**src/logic/aatd_consts.svh**
```systemverilog
`ifndef AATD_CONSTS_SVH
`define AATD_CONSTS_SVH

// ***********************************
// device register map
// ***********************************
`define AATD_AW               11
`define AATD_OFS_RX_PD        11'h324
`define AATD_OFS_AUX_PD       11'h325
`define AATD_OFS_RES_UPPER    11'h327
`define AATD_OFS_RES_LOWER    11'h328
`define AATD_OFS_SRC_SEL      11'h359
`define AATD_OFS_PIN_CFG      11'h3FA
`define AATD_OFS_DAC_GAIN     11'h3FD
`define AATD_REG_RESET        8'h00

// ***********************************
// field positions and values
// ***********************************
`define AATD_RX_PD_ADC_EN_BIT  4
`define AATD_AUX_PD_TEMP_BIT   1
`define AATD_RX_PD_ADC_EN      8'h10
`define AATD_AUX_PD_TEMP_ON    8'h02
`define AATD_SRC_TEMP          8'h08
`define AATD_SRC_EXT           8'h04
`define AATD_PIN_CFG_TEST_DAC  8'hC9
`define AATD_DAC_GAIN_UNITY    8'h00

// ***********************************
// timing
// ***********************************
`define AATD_CLK_PERIOD_PS     5000
`define AATD_CONV_TIME_PS      1000000
`define AATD_CONV_CYCLES       (`AATD_CONV_TIME_PS / `AATD_CLK_PERIOD_PS)
`define AATD_SAR_BITS          8

// ***********************************
// host controller registers
// ***********************************
`define AATD_HOFS_CTRL         3'h0
`define AATD_HOFS_STATUS       3'h1
`define AATD_HOFS_RESULT       3'h2
`define AATD_HOFS_TEMP_LO      3'h3
`define AATD_HOFS_TEMP_HI      3'h4
`define AATD_HOFS_CORR_LO      3'h5
`define AATD_HOFS_CORR_HI      3'h6
`define AATD_CTRL_TEMP_SETUP   0
`define AATD_CTRL_DAC_ENABLE   1
`define AATD_CTRL_READBACK     2

// temperature in 1/256 degC: ((r*256 - 10802) * 1001) >>> 10
`define AATD_TEMP_OFFSET_Q8    10802
`define AATD_TEMP_SLOPE_NUM    1001
`define AATD_TEMP_SLOPE_SHIFT  10

`endif

```
**src/logic/aatd_pkg.sv**
```systemverilog
package aatd_pkg;

	// radio operating state seen by the converter block
	typedef enum logic [1:0] {
		AATD_RADIO_OFF = 2'b00,
		AATD_RADIO_ON  = 2'b01,
		AATD_RADIO_RX  = 2'b10,
		AATD_RADIO_TX  = 2'b11
	} aatd_radio_state_t;

	typedef enum logic [1:0] {
		AATD_RB_IDLE = 2'b00,
		AATD_RB_LOW  = 2'b01,
		AATD_RB_HIGH = 2'b10
	} aatd_rb_phase_t;

	typedef enum logic [1:0] {
		AATD_SRC_RSSI = 2'b00,
		AATD_SRC_EXTERNAL = 2'b01,
		AATD_SRC_TEMPERATURE = 2'b10
	} aatd_source_t;

	typedef enum logic {
		AATD_H_IDLE = 1'b0,
		AATD_H_RUN  = 1'b1
	} aatd_host_state_t;

	typedef struct packed {
		logic        rd;
		logic [10:0] addr;
		logic [7:0]  data;
	} aatd_step_t;

endpackage : aatd_pkg

```
**src/logic/aatd_link_if.sv**
```systemverilog
`timescale 1ns/10ps
// memory access link between host controller and converter block
interface aatd_link_if;
	logic [10:0] addr;
	logic [7:0]  wdata;
	logic        wr;
	logic        rd;
	logic [7:0]  rdata;

	modport dev (
		input  addr,
		input  wdata,
		input  wr,
		input  rd,
		output rdata
	);

	modport host (
		output addr,
		output wdata,
		output wr,
		output rd,
		input  rdata
	);
endinterface : aatd_link_if

```
**src/logic/aatd_device.sv**
```systemverilog
`timescale 1ns/10ps
`include "aatd_consts.svh"

// How it works
// - converts selected source within about one microsecond
// - 8-bit result split over upper/lower registers
// - source from select register, rssi while receiving
// - converter on in receive, else rx power bit
// - upper read starts, lower bits1:0, upper bits7:2
// - aux power bit powers the temperature sensor
// - select value 0x08 routes temperature sensor
// - host converts result into degrees Celsius
// - second-order sigma-delta of filter onto pin zero
// - host writes pin config and gain to enable
module aatd_device #(
	parameter int unsigned CONV_CYCLES = `AATD_CONV_CYCLES,
	parameter int unsigned FILT_W      = 16
) (
	// clock and reset
	input  wire logic                       core_clk_i,
	input  wire logic                       rst_i,
	// register link
	aatd_link_if.dev                        link,
	// radio core
	input  aatd_pkg::aatd_radio_state_t     radio_state_i,
	input  wire logic signed [FILT_W-1:0]   filt_out_i,
	// analog levels as seen by the comparator
	input  wire logic [7:0]                 temp_level_i,
	input  wire logic [7:0]                 rssi_level_i,
	input  wire logic [7:0]                 ext_level_i,
	// status and pins
	output logic                            adc_enabled_o,
	output logic                            temp_sensor_on_o,
	output logic                            general_pin_zero_o,
	output logic                            general_pin_zero_oe_o
);
	import aatd_pkg::*;

	localparam int unsigned STEP_CYCLES = (CONV_CYCLES / `AATD_SAR_BITS > 0) ?
		CONV_CYCLES / `AATD_SAR_BITS : 1;
	localparam int unsigned CW = $clog2(STEP_CYCLES + 1);
	localparam int unsigned IW = FILT_W + 8;

	// ***********************************
	// register file
	// ***********************************
	logic [7:0]     rx_pd_q, rx_pd_d;
	logic [7:0]     aux_pd_q, aux_pd_d;
	logic [7:0]     src_sel_q, src_sel_d;
	logic [7:0]     pin_cfg_q, pin_cfg_d;
	logic [7:0]     dac_gain_q, dac_gain_d;
	logic [7:0]     rdata_q, rdata_d;
	logic [7:0]     hold_q, hold_d;
	aatd_rb_phase_t phase_q, phase_d;
	logic [7:0]     result_q;

	always_comb begin
		rx_pd_d    = rx_pd_q;
		aux_pd_d   = aux_pd_q;
		src_sel_d  = src_sel_q;
		pin_cfg_d  = pin_cfg_q;
		dac_gain_d = dac_gain_q;
		hold_d     = hold_q;
		phase_d    = phase_q;
		rdata_d    = 8'h00;
		if (link.wr) begin
			unique case (link.addr)
				`AATD_OFS_RX_PD:    rx_pd_d    = link.wdata;
				`AATD_OFS_AUX_PD:   aux_pd_d   = link.wdata;
				`AATD_OFS_SRC_SEL:  src_sel_d  = link.wdata;
				`AATD_OFS_PIN_CFG:  pin_cfg_d  = link.wdata;
				`AATD_OFS_DAC_GAIN: dac_gain_d = link.wdata;
				default: ;
			endcase
		end
		if (link.rd) begin
			unique case (link.addr)
				`AATD_OFS_RX_PD:    rdata_d = rx_pd_q;
				`AATD_OFS_AUX_PD:   rdata_d = aux_pd_q;
				`AATD_OFS_SRC_SEL:  rdata_d = src_sel_q;
				`AATD_OFS_PIN_CFG:  rdata_d = pin_cfg_q;
				`AATD_OFS_DAC_GAIN: rdata_d = dac_gain_q;
				`AATD_OFS_RES_UPPER: begin
					// final upper read gives bits 7:2
					if (phase_q == AATD_RB_HIGH) begin
						rdata_d = {2'b00, hold_q[7:2]};
						phase_d = AATD_RB_IDLE;
					end else begin
						// capture one sample for the sequence
						hold_d  = result_q;
						rdata_d = {2'b00, result_q[7:2]};
						phase_d = AATD_RB_LOW;
					end
				end
				`AATD_OFS_RES_LOWER: begin
					rdata_d = {6'b000000, hold_q[1:0]};
					if (phase_q == AATD_RB_LOW) begin
						phase_d = AATD_RB_HIGH;
					end
				end
				default: rdata_d = 8'h00;
			endcase
		end
	end

	always_ff @(posedge core_clk_i) begin
		if (rst_i) begin
			rx_pd_q    <= `AATD_REG_RESET;
			aux_pd_q   <= `AATD_REG_RESET;
			src_sel_q  <= `AATD_REG_RESET;
			pin_cfg_q  <= `AATD_REG_RESET;
			dac_gain_q <= `AATD_REG_RESET;
			rdata_q    <= 8'h00;
			hold_q     <= 8'h00;
			phase_q    <= AATD_RB_IDLE;
		end else begin
			rx_pd_q    <= rx_pd_d;
			aux_pd_q   <= aux_pd_d;
			src_sel_q  <= src_sel_d;
			pin_cfg_q  <= pin_cfg_d;
			dac_gain_q <= dac_gain_d;
			rdata_q    <= rdata_d;
			hold_q     <= hold_d;
			phase_q    <= phase_d;
		end
	end

	assign link.rdata = rdata_q;

	// ***********************************
	// converter enable and source
	// ***********************************
	logic         adc_en;
	logic         temp_on;
	aatd_source_t src;
	logic [7:0]   level;

	// receive state or rx power bit enables
	assign adc_en = (radio_state_i == AATD_RADIO_RX) || rx_pd_q[`AATD_RX_PD_ADC_EN_BIT];
	// aux power bit powers the sensor
	assign temp_on = aux_pd_q[`AATD_AUX_PD_TEMP_BIT];

	always_comb begin
		// receive state forces the rssi level
		if (radio_state_i == AATD_RADIO_RX) begin
			src = AATD_SRC_RSSI;
		end else if (src_sel_q == `AATD_SRC_TEMP) begin
			src = AATD_SRC_TEMPERATURE;
		end else if (src_sel_q == `AATD_SRC_EXT) begin
			src = AATD_SRC_EXTERNAL;
		end else begin
			src = AATD_SRC_RSSI;
		end
		unique case (src)
			AATD_SRC_TEMPERATURE: level = temp_on ? temp_level_i : 8'h00;
			AATD_SRC_EXTERNAL:    level = ext_level_i;
			default:              level = rssi_level_i;
		endcase
	end

	// ***********************************
	// successive approximation
	// ***********************************
	logic [CW-1:0] cnt_q, cnt_d;
	logic [2:0]    bit_q, bit_d;
	logic [7:0]    trial_q, trial_d;
	logic [7:0]    samp_q, samp_d;
	logic [7:0]    result_d;
	logic [7:0]    decided;

	always_comb begin
		cnt_d    = cnt_q;
		bit_d    = bit_q;
		trial_d  = trial_q;
		samp_d   = samp_q;
		result_d = result_q;
		decided  = trial_q;
		if (trial_q > samp_q) begin
			decided[bit_q] = 1'b0;
		end
		if (!adc_en) begin
			cnt_d   = '0;
			bit_d   = 3'h7;
			trial_d = 8'h80;
			samp_d  = level;
		// eight steps spread over the conversion time
		end else if (cnt_q != CW'(STEP_CYCLES - 1)) begin
			cnt_d = cnt_q + CW'(1);
		end else begin
			cnt_d = '0;
			if (bit_q == 3'h0) begin
				result_d = decided;
				bit_d    = 3'h7;
				trial_d  = 8'h80;
				samp_d   = level;
			end else begin
				bit_d                = bit_q - 3'h1;
				trial_d              = decided;
				trial_d[bit_q - 3'h1] = 1'b1;
			end
		end
	end

	always_ff @(posedge core_clk_i) begin
		if (rst_i) begin
			cnt_q    <= '0;
			bit_q    <= 3'h7;
			trial_q  <= 8'h80;
			samp_q   <= 8'h00;
			result_q <= 8'h00;
		end else begin
			cnt_q    <= cnt_d;
			bit_q    <= bit_d;
			trial_q  <= trial_d;
			samp_q   <= samp_d;
			result_q <= result_d;
		end
	end

	assign adc_enabled_o    = adc_en;
	assign temp_sensor_on_o = temp_on;

	// ***********************************
	// test dac modulator
	// ***********************************
	logic                 dac_en;
	logic signed [IW-1:0] x_ext;
	logic signed [IW-1:0] fb;
	logic signed [IW-1:0] int1_q, int1_d;
	logic signed [IW-1:0] int2_q, int2_d;
	logic                 pin_q, pin_d;

	localparam logic signed [IW-1:0] FULL_SCALE = IW'(1) <<< (FILT_W - 1);

	assign dac_en = (pin_cfg_q == `AATD_PIN_CFG_TEST_DAC);
	// gain register attenuates by a power of two, zero is unity
	assign x_ext  = IW'(filt_out_i) >>> dac_gain_q[3:0];
	assign fb     = int2_q[IW-1] ? -FULL_SCALE : FULL_SCALE;

	always_comb begin
		int1_d = int1_q + x_ext - fb;
		// second stage takes the fresh first stage so the noise shaping is a clean double zero
		int2_d = int2_q + int1_d - fb;
		pin_d  = ~int2_d[IW-1];
		if (!dac_en) begin
			int1_d = '0;
			int2_d = '0;
			pin_d  = 1'b0;
		end
	end

	always_ff @(posedge core_clk_i) begin
		if (rst_i) begin
			int1_q <= '0;
			int2_q <= '0;
			pin_q  <= 1'b0;
		end else begin
			int1_q <= int1_d;
			int2_q <= int2_d;
			pin_q  <= pin_d;
		end
	end

	assign general_pin_zero_o    = pin_q;
	assign general_pin_zero_oe_o = dac_en;

endmodule : aatd_device

```
**src/flat_wrapper.sv**
```systemverilog
// flat-port wrapper written by rule: the top's interface ports become plain ports
module aatd_device_flat import aatd_pkg::*;
#(
	parameter int unsigned CONV_CYCLES = `AATD_CONV_CYCLES,
	parameter int unsigned FILT_W      = 16
)
  (core_clk_i, rst_i, radio_state_i, filt_out_i, temp_level_i, rssi_level_i, ext_level_i, adc_enabled_o, temp_sensor_on_o, general_pin_zero_o, general_pin_zero_oe_o, link_addr, link_wdata, link_wr, link_rd, link_rdata);
  aatd_link_if link_i ();
  input  wire logic core_clk_i;
  input  wire logic rst_i;
  input  aatd_pkg::aatd_radio_state_t radio_state_i;
  input  wire logic signed [FILT_W-1:0] filt_out_i;
  input  wire logic [7:0] temp_level_i;
  input  wire logic [7:0] rssi_level_i;
  input  wire logic [7:0] ext_level_i;
  output logic adc_enabled_o;
  output logic temp_sensor_on_o;
  output logic general_pin_zero_o;
  output logic general_pin_zero_oe_o;
  input wire logic [$bits(link_i.addr)-1:0] link_addr;
  input wire logic [$bits(link_i.wdata)-1:0] link_wdata;
  input wire logic [$bits(link_i.wr)-1:0] link_wr;
  input wire logic [$bits(link_i.rd)-1:0] link_rd;
  output wire logic [$bits(link_i.rdata)-1:0] link_rdata;
  assign link_i.addr = link_addr;
  assign link_i.wdata = link_wdata;
  assign link_i.wr = link_wr;
  assign link_i.rd = link_rd;
  assign link_rdata = link_i.rdata;
  aatd_device #(.CONV_CYCLES(CONV_CYCLES), .FILT_W(FILT_W)) u_core (.core_clk_i(core_clk_i), .rst_i(rst_i), .link(link_i), .radio_state_i(radio_state_i), .filt_out_i(filt_out_i), .temp_level_i(temp_level_i), .rssi_level_i(rssi_level_i), .ext_level_i(ext_level_i), .adc_enabled_o(adc_enabled_o), .temp_sensor_on_o(temp_sensor_on_o), .general_pin_zero_o(general_pin_zero_o), .general_pin_zero_oe_o(general_pin_zero_oe_o));
endmodule
```
**config.mk**
```make
export PLATFORM = sky130hd
export DESIGN_NAME = aatd_device_flat
export DESIGN_NICKNAME = d
export VERILOG_FILES = /design/src/logic/aatd_pkg.sv /design/src/logic/aatd_link_if.sv /design/src/logic/aatd_device.sv /design/src/flat_wrapper.sv
export VERILOG_INCLUDE_DIRS = /design/src /design/src/logic
export SDC_FILE = /design/constraint.sdc
export NUM_CORES = 1
export LEC_CHECK = 0
export BUFFER_PORTS_ARGS = -buffer_cell sky130_fd_sc_hd__buf_4
export CAP_MARGIN = 0
export CORE_ASPECT_RATIO = 2
export CORE_MARGIN = 2
export CORE_UTILIZATION = 65
export CTS_CLUSTER_SIZE = 14
export DETAILED_ROUTE_END_ITERATION = 12
export GPL_TIMING_DRIVEN = 0
export HOLD_SLACK_MARGIN = 0.08
export PLACE_DENSITY_LB_ADDON = 0.25
export SETUP_SLACK_MARGIN = 0.5
export SYNTH_ARGS = -nofsm -noshare
export SYNTH_HDL_FRONTEND = slang
export SYNTH_SLANG_ARGS = --single-unit
```
**constraint.sdc**
```tcl
create_clock -name core_clk_i -period 8.89 [get_ports core_clk_i]
set_input_delay 0.889 -clock core_clk_i [delete_from_list [all_inputs] [get_ports core_clk_i]]
set_output_delay 0.889 -clock core_clk_i [all_outputs]
set_load 0.03 [all_outputs]
```
==> run summary, run 1 <==
==================================================================================
Mean area per synthesized cell                                            7.89 um2
Number of nets in the synthesized netlist                                    1,382
Hold path start                                                       u_core.samp_q[6]
Cell area after technology mapping                                        9580 um2
Sink Count                                                                     139
Number of buffers created by CTS                                                17
Share of post-route cells with drive strength above 1                        10.6%
Largest fanout on the critical path                                             11
Post-CTS Resized                                                                 0
Family of cells with the greatest summed delay on the critical path   compound AO/OA/AOI/OAI gates
Cell Rows                                                                       62
Most common library cell in the layout ignoring fill and taps         sky130_fd_sc_hd__dfxtp_1
Final count of pins violating max slew                                           0
Actual transition at the worst max-transition pin                         0.975 ns
Setup tns final                                                               0 ns
Highest clock frequency the design can meet                                131 MHz
Crit path buf inv count                                                          5
Static leakage power                                                       4.64 nW
Worst-Skew Late Latency                                                    0.44 ns
CP max stage delay                                                         0.44 ns
I/O Pins                                                                        77
Number of nets in the layout                                                 1,474
Skew final                                                               0.0131 ns
Per-cell routed wire length                                                18.2 um
Post-route fraction of the period consumed by the critical path              85.8%
HPWL reported at the end of detailed placement                           21,100 um
Sequential cell area fraction in the yosys report                            29.1%
Final Critical Period                                                      7.62 ns
Async S/R FF share, synth                                                       0%
Number of distinct library cells after synthesis                                78
FF-to-FF setup slack                                                       1.38 ns
Hold Slack                                                                0.456 ns
Antenna violations before repair                                                 0
DR pass1 iterations                                                              8
Overall power consumption                                                  1.91 mW
Total of endpoints with negative setup slack in the final report                 0
Setup fix buffers added after clock tree synthesis                               0
Kind of critical path                                                 primary input to flip-flop
Reg2reg end                                                           u_core.general_pin_zero_o
Number of synthesized register bits                                            139
Effective utilization at floorplan                                           66.7%
Horizontal die dimension                                                   89.8 um
Antenna cells                                                                    0
Beginning of the worst register-to-register path                      u_core.dac_gain_q[1]
Post-synth top flop                                                   sky130_fd_sc_hd__dfxtp_1
Vias/cell                                                                     6.10
Arrival @ worst endpoint                                                   7.92 ns
First-pass GRT wire length                                               43,800 um
GRT Util Overall                                                             35.2%
GPL Wtd Cong                                                                 0.987
MaxCap Viol Count                                                                0
Via count of the first global-routing pass                                   9,355
Aggregate routed wire length                                             27,400 um
Total via count in the routed design                                         9,197
Final hold violation count                                                       0
Worst hold path cell count                                                       2
Ys Warns                                                                         0
RSZ-0062 raised after global routing                                         false
ANT nets after route                                                             0
Crit. path cell count                                                           32
Pin count of the biggest net entering global routing                            17
CTS tree                                                                       yes
Total of buffers placed on input and output ports                               73
Depth of the most critical reg-to-reg path                                      29
Number of cells produced by synthesis                                        1,213
Launching element type of the critical path                           primary input
Clock H-tree levels                                                              4
Max-slew headroom at the worst pin                                           34.5%
Clock-pin transition on the worst setup and hold timing paths              0.06 ns
Die ar.                                                                 15,800 um2
Worst Setup End Kind                                                     flip-flop
Power density of the placed cells                                       175 nW/um2
Kind of path behind the tightest hold check                           flip-flop to flip-flop
Status                                                                finished clean
Cell with the largest stage delay on the worst path                   sky130_fd_sc_hd__fa_1
Worst EP required                                                          9.18 ns
Number of enable-type register cells in the synthesized netlist                  0
Clock tree root buffer cell                                           sky130_fd_sc_hd__clkbuf_16
Area of the core                                                        14,400 um2
Most used cells in the layout excluding fill and tap cells            139 x sky130_fd_sc_hd__dfxtp_1, 136 x sky130_fd_sc_hd__inv_1, 124 x sky130_fd_sc_hd__nand2_1, 107 x sky130_fd_sc_hd__nor2_1, 97 x sky130_fd_sc_hd__a21oi_1
DRC violation total after the first TritonRoute iteration                      521
IR Drop Worst-Case VDD                                                    0.215 mV
Die Height                                                                  176 um
Drt drc                                                                          0
CTS max path bufs                                                                2
Area growth from synthesis to layout                                         14.2%
Destination of the worst hold path                                    u_core.samp_q[6]
Total congestion overflow                                                        0
Fillers                                                                      1,090
Cts-stage hold buffer count                                                      0
Most used cell, CP                                                    sky130_fd_sc_hd__nand2_1
==================================================================================
-- worst min-delay path: cells and delay by family (launching register included) --
kind             cells  cell delay (ns)
AO/OA/AOI/OAI        1             0.05
flip-flops           1             0.32
AND/OR/NAND/NOR      1             0.05
-- state kept, by name, summed over array words and instances (netlist names) --
| name | cells |
|---|---|
| u_core.trial_q | 8 |
| u_core.link.rdata | 8 |
| u_core.phase_q | 2 |
| u_core.int1_q | 24 |
| u_core.dac_gain_q | 8 |
| u_core.int2_q | 24 |
| u_core.bit_q | 3 |
| u_core.hold_q | 8 |
| u_core.pin_cfg_q | 8 |
| u_core.result_q | 8 |
| u_core.samp_q | 8 |
| u_core.general_pin_zero_o | 1 |
| u_core.rx_pd_q | 8 |
| u_core.cnt_q | 5 |
| u_core.src_sel_q | 8 |
| u_core.aux_pd_q | 8 |
-- worst max path at each step --
stage	endpoint	startpoint	slack (ns)
after detailed placement	u_core.general_pin_zero_o	filt_out_i[15]	1.10
after floorplan	u_core.int2_q[23]	filt_out_i[15]	2.74
after global placement	u_core.general_pin_zero_o	filt_out_i[15]	1.07
after CTS	u_core.general_pin_zero_o	filt_out_i[15]	1.48
after global routing	u_core.general_pin_zero_o	filt_out_i[15]	0.80
final	u_core.general_pin_zero_o	filt_out_i[15]	1.27
-- per-layer routing --
| metal | wire [um] | vias up | GRT usage, % |
|---|---|---|---|
| met5 | 0 | - | 0 |
| met2 | 14300 | 420 | 65.7 |
| met4 | 2780 | 0 | 32.2 |
| li1 | - | 4394 | - |
| met1 | 8730 | 4225 | 31.4 |
| met3 | 1630 | 158 | 6.52 |
-- area by class of cell --
class	count	area [um2]	area share, %
clock inverters	9	90.1	0.824
repair buffers	73	548	5.01
well taps	192	240	2.20
inverters	138	518	4.74
multi-input cells	891	6100	55.8
plain buffers	45	173	1.58
clock buffers	21	480	4.39
flip-flops and latches	139	2780	25.4
-- Yosys cell counts (4+ instances only) --
master | n | share of area, %
sky130_fd_sc_hd__dfxtp_1 | 139 | 29
sky130_fd_sc_hd__inv_1 | 136 | 5.3
sky130_fd_sc_hd__nand2_1 | 124 | 4.9
sky130_fd_sc_hd__nor2_1 | 107 | 4.2
sky130_fd_sc_hd__a21oi_1 | 97 | 5.1
sky130_fd_sc_hd__ha_1 | 90 | 12
sky130_fd_sc_hd__nand3_1 | 58 | 3.0
sky130_fd_sc_hd__o21ai_0 | 53 | 2.8
sky130_fd_sc_hd__clkbuf_1 | 41 | 1.6
sky130_fd_sc_hd__mux2i_1 | 34 | 3.6
sky130_fd_sc_hd__a22oi_1 | 26 | 2.0
sky130_fd_sc_hd__nor3_1 | 24 | 1.3
sky130_fd_sc_hd__xnor2_1 | 24 | 2.2
sky130_fd_sc_hd__nor2b_1 | 21 | 1.4
sky130_fd_sc_hd__nand2b_1 | 19 | 1.2
sky130_fd_sc_hd__xor2_1 | 17 | 1.6
sky130_fd_sc_hd__a31oi_1 | 16 | 1.0
sky130_fd_sc_hd__a21o_1 | 15 | 1.2
sky130_fd_sc_hd__fa_1 | 14 | 2.9
sky130_fd_sc_hd__and2_1 | 12 | 0.78
sky130_fd_sc_hd__and3_1 | 10 | 0.65
sky130_fd_sc_hd__mux2_2 | 10 | 1.2
sky130_fd_sc_hd__o21a_1 | 9 | 0.71
sky130_fd_sc_hd__or3_1 | 8 | 0.52
sky130_fd_sc_hd__o22ai_1 | 7 | 0.46
sky130_fd_sc_hd__nand4_1 | 6 | 0.39
sky130_fd_sc_hd__nor3b_1 | 5 | 0.39
sky130_fd_sc_hd__o211ai_1 | 5 | 0.39
sky130_fd_sc_hd__o21bai_1 | 5 | 0.39
sky130_fd_sc_hd__or2_2 | 5 | 0.33
sky130_fd_sc_hd__a211oi_1 | 4 | 0.31
-- logic make-up after synthesis --
kind of cell             share of synthesized area [%]
AO/OA/AOI/OAI                                     19.8
flip-flops                                        29.1
XOR/XNOR                                          3.75
buffers and inverters                             7.21
AND/OR/NAND/NOR                                   20.8
multiplexers                                      4.73
adder cells (fa/ha/maj)                           14.7
-- where the power goes --
part | switching (mW) | internal, mW | total [mW]
clock | 0.286 | 0.411 | 0.697
sequential | 0.00117 | 0.625 | 0.627
combinational | 0.348 | 0.240 | 0.588
-- per-stage QoR --
| step | area [um2] | util [%] | cells | setup WS [ns] |
|---|---|---|---|---|
| after floorplan | 9580 | - | 1213 | 2.74 |
| final | 10900 | 76.2 | 1508 | 1.27 |
| after global placement | 10400 | 72.2 | 1478 | 1.07 |
| after global routing | 10900 | 76.2 | 1508 | 0.795 |
| after detailed placement | 10400 | 72.2 | 1478 | 1.10 |
| after CTS | 10900 | 76.2 | 1508 | 1.48 |
Power figures use the tool's default switching activity.
==> inputs of run 2 (changes only) <==
--- a/config.mk
+++ b/config.mk
@@ -6,6 +6,7 @@
 export SDC_FILE = /design/constraint.sdc
 export NUM_CORES = 1
 export LEC_CHECK = 0
+export ABC_AREA = 1
 export BUFFER_PORTS_ARGS = -buffer_cell sky130_fd_sc_hd__buf_4
 export CAP_MARGIN = 0
 export CORE_ASPECT_RATIO = 2
==> run 2 against run 1 <==
  * Critical path depth decreased by 3
  * Non-clock buffer count decreased by 10
  * Critical endpoint is now u_core.int2_q[22]
  * Via count increased by 11%
  * Clock power increased by 10%
  * Clock-buffer cell count decreased by 3
  * Worst setup slack improved by 1.4 ns
  * Total power increased by 6.8%
  * Synthesized cell count increased by 21%
  * Cell count increased by 18%
  * Critical path type unchanged
  * Hold slack improved by 0.00052 ns
  * Routed wire length increased by 9.4%
==> run summary, run 2 <==
===============================================================================
Async S/R FF share, synth                                                    0%   unchanged
Final count of pins violating max slew                                        0   unchanged
Area share of the largest cell type after synthesis                       28.1%   -0.95 points
CTS tree                                                                    yes
Cell Rows                                                                    63   +1.6%
MaxCap Viol Count                                                             0   unchanged
Final WS setup                                                          2.69 ns   +1.42 ns
GPL Wtd Cong                                                              0.989   +0.19%
Number of enable-type register cells in the synthesized netlist               0   unchanged
Antenna violations before repair                                              0   unchanged
Number of distinct library cells after synthesis                             54   -31%
Mean area per synthesized cell                                         6.73 um2   -15%
Placement-stage worst setup slack                                       2.50 ns   +1.40 ns
Highest clock frequency the design can meet                             161 MHz   +23%
Most used cell, CP                                                 sky130_fd_sc_hd__nand2_1
Sink Count                                                                  139   unchanged
Total congestion overflow                                                     0   unchanged
Largest fanout on the critical path                                           8   -3
Post-synth top flop                                                sky130_fd_sc_hd__dfxtp_1
Hold path start                                                    u_core.rx_pd_q[5]
Power density of the placed cells                                    180 nW/um2   +3.2%
Post-route fraction of the period consumed by the critical path           69.8%   -16 points
Skew final                                                           0.00653 ns   -0.00659 ns
Aggregate routed wire length                                          30,000 um   +9.4%
Effective utilization at floorplan                                        66.5%   -0.27 points
Pin count of the biggest net entering global routing                         17   unchanged
RSZ-0062 raised after global routing                                      false
Clock H-tree levels                                                           4   unchanged
I/O Pins                                                                     77   unchanged
Launching element type of the critical path                        primary input
Largest cells by area after synthesis                              sky130_fd_sc_hd__dfxtp_1 28%, sky130_fd_sc_hd__ha_1 11%, sky130_fd_sc_hd__inv_1 11%, sky130_fd_sc_hd__nand2_1 9.9%, sky130_fd_sc_hd__a21oi_1 6.9%
CP max stage delay                                                      0.51 ns   +0.07 ns
Clock tree root buffer cell                                        sky130_fd_sc_hd__clkbuf_16
Worst EP required                                                       9.18 ns   about the same
Area growth from synthesis to layout                                      14.4%
HPWL reported at the end of detailed placement                        24,000 um   +14%
Per-cell routed wire length                                             16.9 um   -6.9%
List of most frequent post-synthesis cells                         279 x sky130_fd_sc_hd__inv_1, 260 x sky130_fd_sc_hd__nand2_1, 139 x sky130_fd_sc_hd__dfxtp_1
Arrival @ worst endpoint                                                6.49 ns   -1.43 ns
Final hold violation count                                                    0   unchanged
DR pass1 iterations                                                           6   -2
Total via count in the routed design                                     10,219   +11%
CP Launch Point                                                    filt_out_i[15]
Max-slew headroom at the worst pin                                        45.6%   +11 points
Most frequent cell after synthesis                                 sky130_fd_sc_hd__inv_1
Setup fix buffers added after clock tree synthesis                            0   unchanged
Sequential cell area fraction in the yosys report                         28.1%   -0.95 points
Most used cells in the layout excluding fill and tap cells         279 x sky130_fd_sc_hd__inv_1, 260 x sky130_fd_sc_hd__nand2_1, 139 x sky130_fd_sc_hd__dfxtp_1, 137 x sky130_fd_sc_hd__a21oi_1
Ys Warns                                                                      0   unchanged
Horizontal die dimension                                                91.3 um   +1.6%
Number of cells produced by synthesis                                     1,472   +21%
DRC violation total after the first TritonRoute iteration                   625   +20%
Antenna cells                                                                 0   unchanged
ANT nets after route                                                          0   unchanged
Cts-stage hold buffer count                                                   0   unchanged
Post-CTS Resized                                                              0   unchanged
Total of endpoints with negative setup slack in the final report              0   unchanged
Area of the core                                                     14,900 um2   +3.8%
Cell with the largest stage delay on the worst path                sky130_fd_sc_hd__o21ai_0
Cell area after technology mapping                                     9900 um2   +3.4%
Most common library cell in the layout ignoring fill and taps      sky130_fd_sc_hd__inv_1
Share of post-route cells with drive strength above 1                     9.44%   -1.1 points
Die Height                                                               179 um   +1.6%
Kind of path behind the tightest hold check                        flip-flop to flip-flop
Registers with the highest flip-flop counts                        u_core.int1_q x24, u_core.int2_q x24
CTS max path bufs                                                             2   unchanged
First-pass GRT wire length                                            46,800 um   +6.8%
Static leakage power                                                    5.39 nW   +16%
Largest area contributor in the synthesized netlist                sky130_fd_sc_hd__dfxtp_1
Number of nets in the synthesized netlist                                 1,641   +19%
Clock-pin transition on the worst setup and hold timing paths           0.06 ns   about the same
Final Critical Period                                                   6.20 ns   -1.42 ns
Drt drc                                                                       0   unchanged
Total of buffers placed on input and output ports                            74   +1.4%
Actual transition at the worst max-transition pin                      0.808 ns   -0.167 ns
Number of synthesized register bits                                         139   unchanged
Die ar.                                                              16,300 um2   +3.3%
Worst Setup End Kind                                                  flip-flop
Status                                                             finished clean
Number of buffers created by CTS                                             17   unchanged
Number of nets in the layout                                              1,734   +18%
Vias/cell                                                                  5.76   -5.5%
Worst-Skew Late Latency                                                 0.43 ns   about the same
Setup tns final                                                            0 ns   unchanged
GRT Util Overall                                                          36.8%   +1.6 points
Kind of critical path                                              primary input to flip-flop
Beginning of the worst register-to-register path                   u_core.dac_gain_q[0]
Via count of the first global-routing pass                               10,266   +9.7%
IR Drop Worst-Case VDD                                                 0.205 mV   -4.5%
===============================================================================
-- run 2: cell types whose count changed in the layout (fill, tap and decap cells not counted), moves of 18 or more --
| cell | change |
|---|---|
| sky130_fd_sc_hd__a21oi_1 | +40 |
| sky130_fd_sc_hd__nor2_1 | +23 |
| sky130_fd_sc_hd__nand2b_1 | -18 |
| sky130_fd_sc_hd__mux2i_1 | -31 |
| sky130_fd_sc_hd__a22oi_1 | -24 |
| sky130_fd_sc_hd__o21ai_0 | +77 |
| sky130_fd_sc_hd__clkbuf_1 | -21 |
| sky130_fd_sc_hd__nand2_1 | +136 |
| sky130_fd_sc_hd__nor2b_1 | -21 |
| sky130_fd_sc_hd__inv_1 | +143 |
-- run 2: cells by family (layout without fill, tap and decap cells) --
family                     count (synthesis)  count (layout)  synth area share [%]
AOI/OAI and AO/OA                        344             344                  19.4
adders and majority gates                104             104                  14.2
xor gates and xnor gates                  23              23                  2.03
DFF                                      139             139                  28.1
buffers and inverters                    317             423                  12.5
and+or+nand+nor                          542             542                  23.5
muxes                                      3               3                 0.303
-- run 2: per-layer routing --
layer  global-route usage (%)  part of all wire [%]  up-vias
met1                     30.0                    31     4662
li1                         -                     -     4998
met3                     5.07                   4.0      173
met5                        0                     0        -
met2                     72.6                    55      386
met4                     34.7                    10        0
-- run 2: cell type report --
type                       instances  area [um2]
tap                              195         244
inverter                         283        1060
clock buffer                      18         429
buffer                            34         173
multi-input combinational       1016        5880
clock inverter                    14         196
fill                            1220        3570
timing repair buffer              74         556
sequential                       139        2780
-- run 2: metrics by stage --
step | utilization, % | total power [mW] | instance area, um2 | hold slack [ns] | instances
6_report | 76.0 | 2.04 | 11300 | 0.457 | 1773
5_1_grt | 76.0 | 2.14 | 11300 | 0.474 | 1773
4_1_cts | 76.0 | 2.03 | 11300 | 0.458 | 1773
3_5_place_dp | 71.8 | 1.27 | 10700 | 0.440 | 1741
3_3_place_gp | 71.8 | 1.25 | 10700 | 0.436 | 1741
2_1_floorplan | - | 1.09 | 9900 | 0.420 | 1472
-- run 2: path summary, 6_finish.rpt --
path,endpoint,slack (ns),cells after the start
worst max-delay path,u_core.int2_q[22],2.69,29
worst min-delay path,u_core.rx_pd_q[5],0.46,2
worst max register to register,u_core.int2_q[22],2.98,29
worst min register to register,u_core.rx_pd_q[5],0.46,2
-- run 2: critical path, delay by kind of cell --
kind	cells	cell delay (ns)
AOI/OAI and AO/OA	9	2.18
adders and majority gates	4	1.30
xor gates and xnor gates	1	0.34
buffers and inverters	5	0.62
and+or+nand+nor	10	1.13
-- run 2: report_power, final --
group	internal, mW	switching, mW
Clock	0.471	0.297
Sequential	0.626	0.00140
Combinational	0.225	0.423
==> inputs of run 3 (changes only) <==
--- a/config.mk
+++ b/config.mk
@@ -11,7 +11,7 @@
 export CAP_MARGIN = 0
 export CORE_ASPECT_RATIO = 2
 export CORE_MARGIN = 2
-export CORE_UTILIZATION = 65
+export CORE_UTILIZATION = 62
 export CTS_CLUSTER_SIZE = 14
 export DETAILED_ROUTE_END_ITERATION = 12
 export GPL_TIMING_DRIVEN = 0
==> constraint.sdc (replaced) <==
create_clock -name core_clk_i -period 5.9 [get_ports core_clk_i]
set_input_delay 0.59 -clock core_clk_i [delete_from_list [all_inputs] [get_ports core_clk_i]]
set_output_delay 0.59 -clock core_clk_i [all_outputs]
set_load 0.03 [all_outputs]
==> run 3 against run 2 <==
  * Die area increased by 4.7%
  * Critical path depth decreased by 4
  * Sequential power rose by 51%
  * Design area rose by 3.0%
  * Routed wire length shrank 0.14%
  * Largest cell class unchanged
  * Largest power group unchanged
  * Highest routed layer unchanged
==> run summary, run 3 (same netlist as run 2, synthesis figures left out) <==
==================================================================================
Fillers                                                                      1,330   +9.0%
Worst EP required                                                          6.24 ns   -2.94 ns
DRC violation total after the first TritonRoute iteration                      539   -14%
Max-slew headroom at the worst pin                                           43.0%   -2.6 points
Cts-stage hold buffer count                                                      0   unchanged
MaxCap Viol Count                                                                0   unchanged
Post-route fraction of the period consumed by the critical path              89.3%
Clock network fraction of total power                                        35.7%   -1.9 points
Non-filler cells in the finished layout                                      1,788   +0.85%
Clock H-tree levels                                                              4   unchanged
Final count of pins violating max slew                                           0   unchanged
Skew final                                                               0.0114 ns   +0.00484 ns
Cell Rows                                                                       65   +3.2%
Met2 WL                                                                  16,300 um   -0.31%
Drt drc                                                                          0   unchanged
Worst-Skew Late Latency                                                    0.43 ns   about the same
Via count of the first global-routing pass                                  10,097   -1.6%
Total congestion overflow                                                        0   unchanged
First-pass GRT wire length                                               46,700 um   -0.25%
CP max stage delay                                                         0.56 ns   +0.05 ns
Area of the core                                                        15,700 um2   +5.4%
Kind of critical path                                                 flip-flop to flip-flop
Top Metal Used                                                                met4
Clock tree root buffer cell                                           sky130_fd_sc_hd__clkbuf_16
Sink Count                                                                     139   unchanged
DR pass1 iterations                                                              5   -1
Total of buffers placed on input and output ports                               74   unchanged
Per-cell routed wire length                                                16.7 um   -0.98%
Final hold violation count                                                       0   unchanged
Number of buffers created by CTS                                                17   unchanged
Final Critical Period                                                      5.27 ns
Most used cells in the layout excluding fill and tap cells            277 x sky130_fd_sc_hd__inv_1, 255 x sky130_fd_sc_hd__nand2_1, 138 x sky130_fd_sc_hd__dfxtp_1, 131 x sky130_fd_sc_hd__a21oi_1, 126 x sky130_fd_sc_hd__nor2_1
Status                                                                finished clean
Registers with the highest flip-flop counts                           u_core.int1_q x24, u_core.int2_q x24
Internal power component                                                   1.97 mW   +49%
Total of endpoints with negative setup slack in the final report                 0   unchanged
Arrival @ worst endpoint                                                   5.61 ns   -0.88 ns
NetSw                                                                      1.11 mW   +54%
Antenna violations before repair                                                 0   unchanged
Placement-stage cell area                                               10,700 um2   about the same
Power density of the placed cells                                       264 nW/um2   +46%
Number of nets in the layout                                                 1,743   +0.52%
Highest clock frequency the design can meet                                190 MHz
Total via count in the routed design                                        10,188   -0.30%
Pin count of the biggest net entering global routing                            17   unchanged
Cell with the largest stage delay on the worst path                   sky130_fd_sc_hd__xnor2_1
CTS tree                                                                       yes
Clock-pin transition on the worst setup and hold timing paths              0.06 ns   about the same
Crit path buf inv count                                                          4   -1
Antenna cells                                                                    0   unchanged
Area growth from synthesis to layout                                         17.8%
GPL Wtd Cong                                                                 0.996   +0.70%
Total instance count after detailed placement                                1,747   +0.34%
WL met1                                                                    9480 um   +1.7%
IR Drop Worst-Case VDD                                                    0.241 mV   +17%
Combinational group share of total power                                     33.6%   +1.9 points
Aggregate routed wire length                                             29,900 um   -0.14%
Most common library cell in the layout ignoring fill and taps         sky130_fd_sc_hd__inv_1
Horizontal die dimension                                                   93.4 um   +2.3%
CTS max path bufs                                                                2   unchanged
Launching element type of the critical path                              flip-flop
GRT Util Overall                                                             35.4%   -1.5 points
Sw Ratio                                                                     36.1%   +0.81 points
Area taken by multi-input logic gates                                     6150 um2   +4.6%
Family of cells with the greatest summed delay on the critical path   compound AO/OA/AOI/OAI gates
Die ar.                                                                 17,100 um2   +4.7%
Final instance area                                                     11,700 um2   +3.0%
I/O Pins                                                                        77   unchanged
HPWL reported at the end of detailed placement                           23,700 um   -1.3%
RSZ-0062 raised after global routing                                          true
ANT nets after route                                                             0   unchanged
Vias/cell                                                                     5.70   -1.1%
Worst Setup End Kind                                                     flip-flop
Power share of the sequential group                                          30.7%   about the same
Flip-flop and latch area                                                  2780 um2   about the same
Kind of path behind the tightest hold check                           primary input to flip-flop
Hold Slack                                                                0.442 ns   -0.0150 ns
Effective utilization at floorplan                                           63.1%   -3.4 points
Actual transition at the worst max-transition pin                         0.846 ns   +0.0380 ns
Die Height                                                                  183 um   +2.3%
Share of post-route cells with drive strength above 1                        13.2%   +3.8 points
Largest fanout on the critical path                                             10   +2
Met3 Routed Length                                                         1150 um   -3.7%
Static leakage power                                                       5.50 nW   +2.1%
==================================================================================
[run 3: path summary, 6_finish.rpt]
| path | depth (start not counted) | to | slack, ns | startpoint |
|---|---|---|---|---|
| worst max-delay path | 25 | u_core.int2_q[19] | 0.63 | u_core.dac_gain_q[0] |
| worst min-delay path | 3 | u_core.src_sel_q[5] | 0.44 | link_wdata[5] |
| worst max register to register | 25 | u_core.int2_q[19] | 0.63 | u_core.dac_gain_q[0] |
| worst min register to register | 2 | u_core.hold_q[1] | 0.44 | u_core.result_q[1] |
[run 3: power groups by stage]
| stage | logic, mW | registers [mW] | clock network, mW |
|---|---|---|---|
| floorplan | 0.678 | 0.965 | 0 |
| global placement | 0.927 | 0.965 | 0 |
| detailed placement | 0.946 | 0.965 | 0 |
| CTS | 0.968 | 0.945 | 1.10 |
| global route | 1.15 | 0.945 | 1.13 |
| finish | 1.03 | 0.945 | 1.10 |
[run 3: per-layer routing]
layer	track usage (%)	up-vias
li1	-	5036
met4	33.9	0
met3	5.57	157
met2	66.4	365
met5	0	-
met1	29.7	4630
[run 3: through the flow]
| step | setup WS, ns | utilization [%] | power [mW] | TNS (ns) |
|---|---|---|---|---|
| finish | 0.631 | 74.3 | 3.08 | 0 |
| global route | 0.310 | 74.3 | 3.23 | 0 |
| CTS | 0.523 | 72.5 | 3.01 | 0 |
| detailed placement | -0.229 | 68.2 | 1.91 | -0.798 |
| global placement | -0.211 | 68.2 | 1.89 | -0.913 |
| floorplan | 1.13 | - | 1.64 | 0 |
[run 3: cell type report]
cell class / count / share of cell area [%]
clock buffer: 20 / 3.92
tap: 201 / 2.16
sequential: 139 / 23.9
buffer: 34 / 1.66
inverter: 283 / 9.14
clock inverter: 12 / 1.19
multi-input combinational: 1016 / 52.7
timing repair buffer: 83 / 5.34
[run 3: tightest hold or removal path, delay by kind of cell]
family / cells / cell delay (ns)
and+or+nand+nor: 2 / 0.13
buffers and inverters: 1 / 0.11
[run 3: what timing repair did]
action / in CTS / in global routing
resized for setup: 19 / 68
buffers inserted: 2 / 7
pin swaps: 3 / 13
setup endpoints to repair: 11 / 14
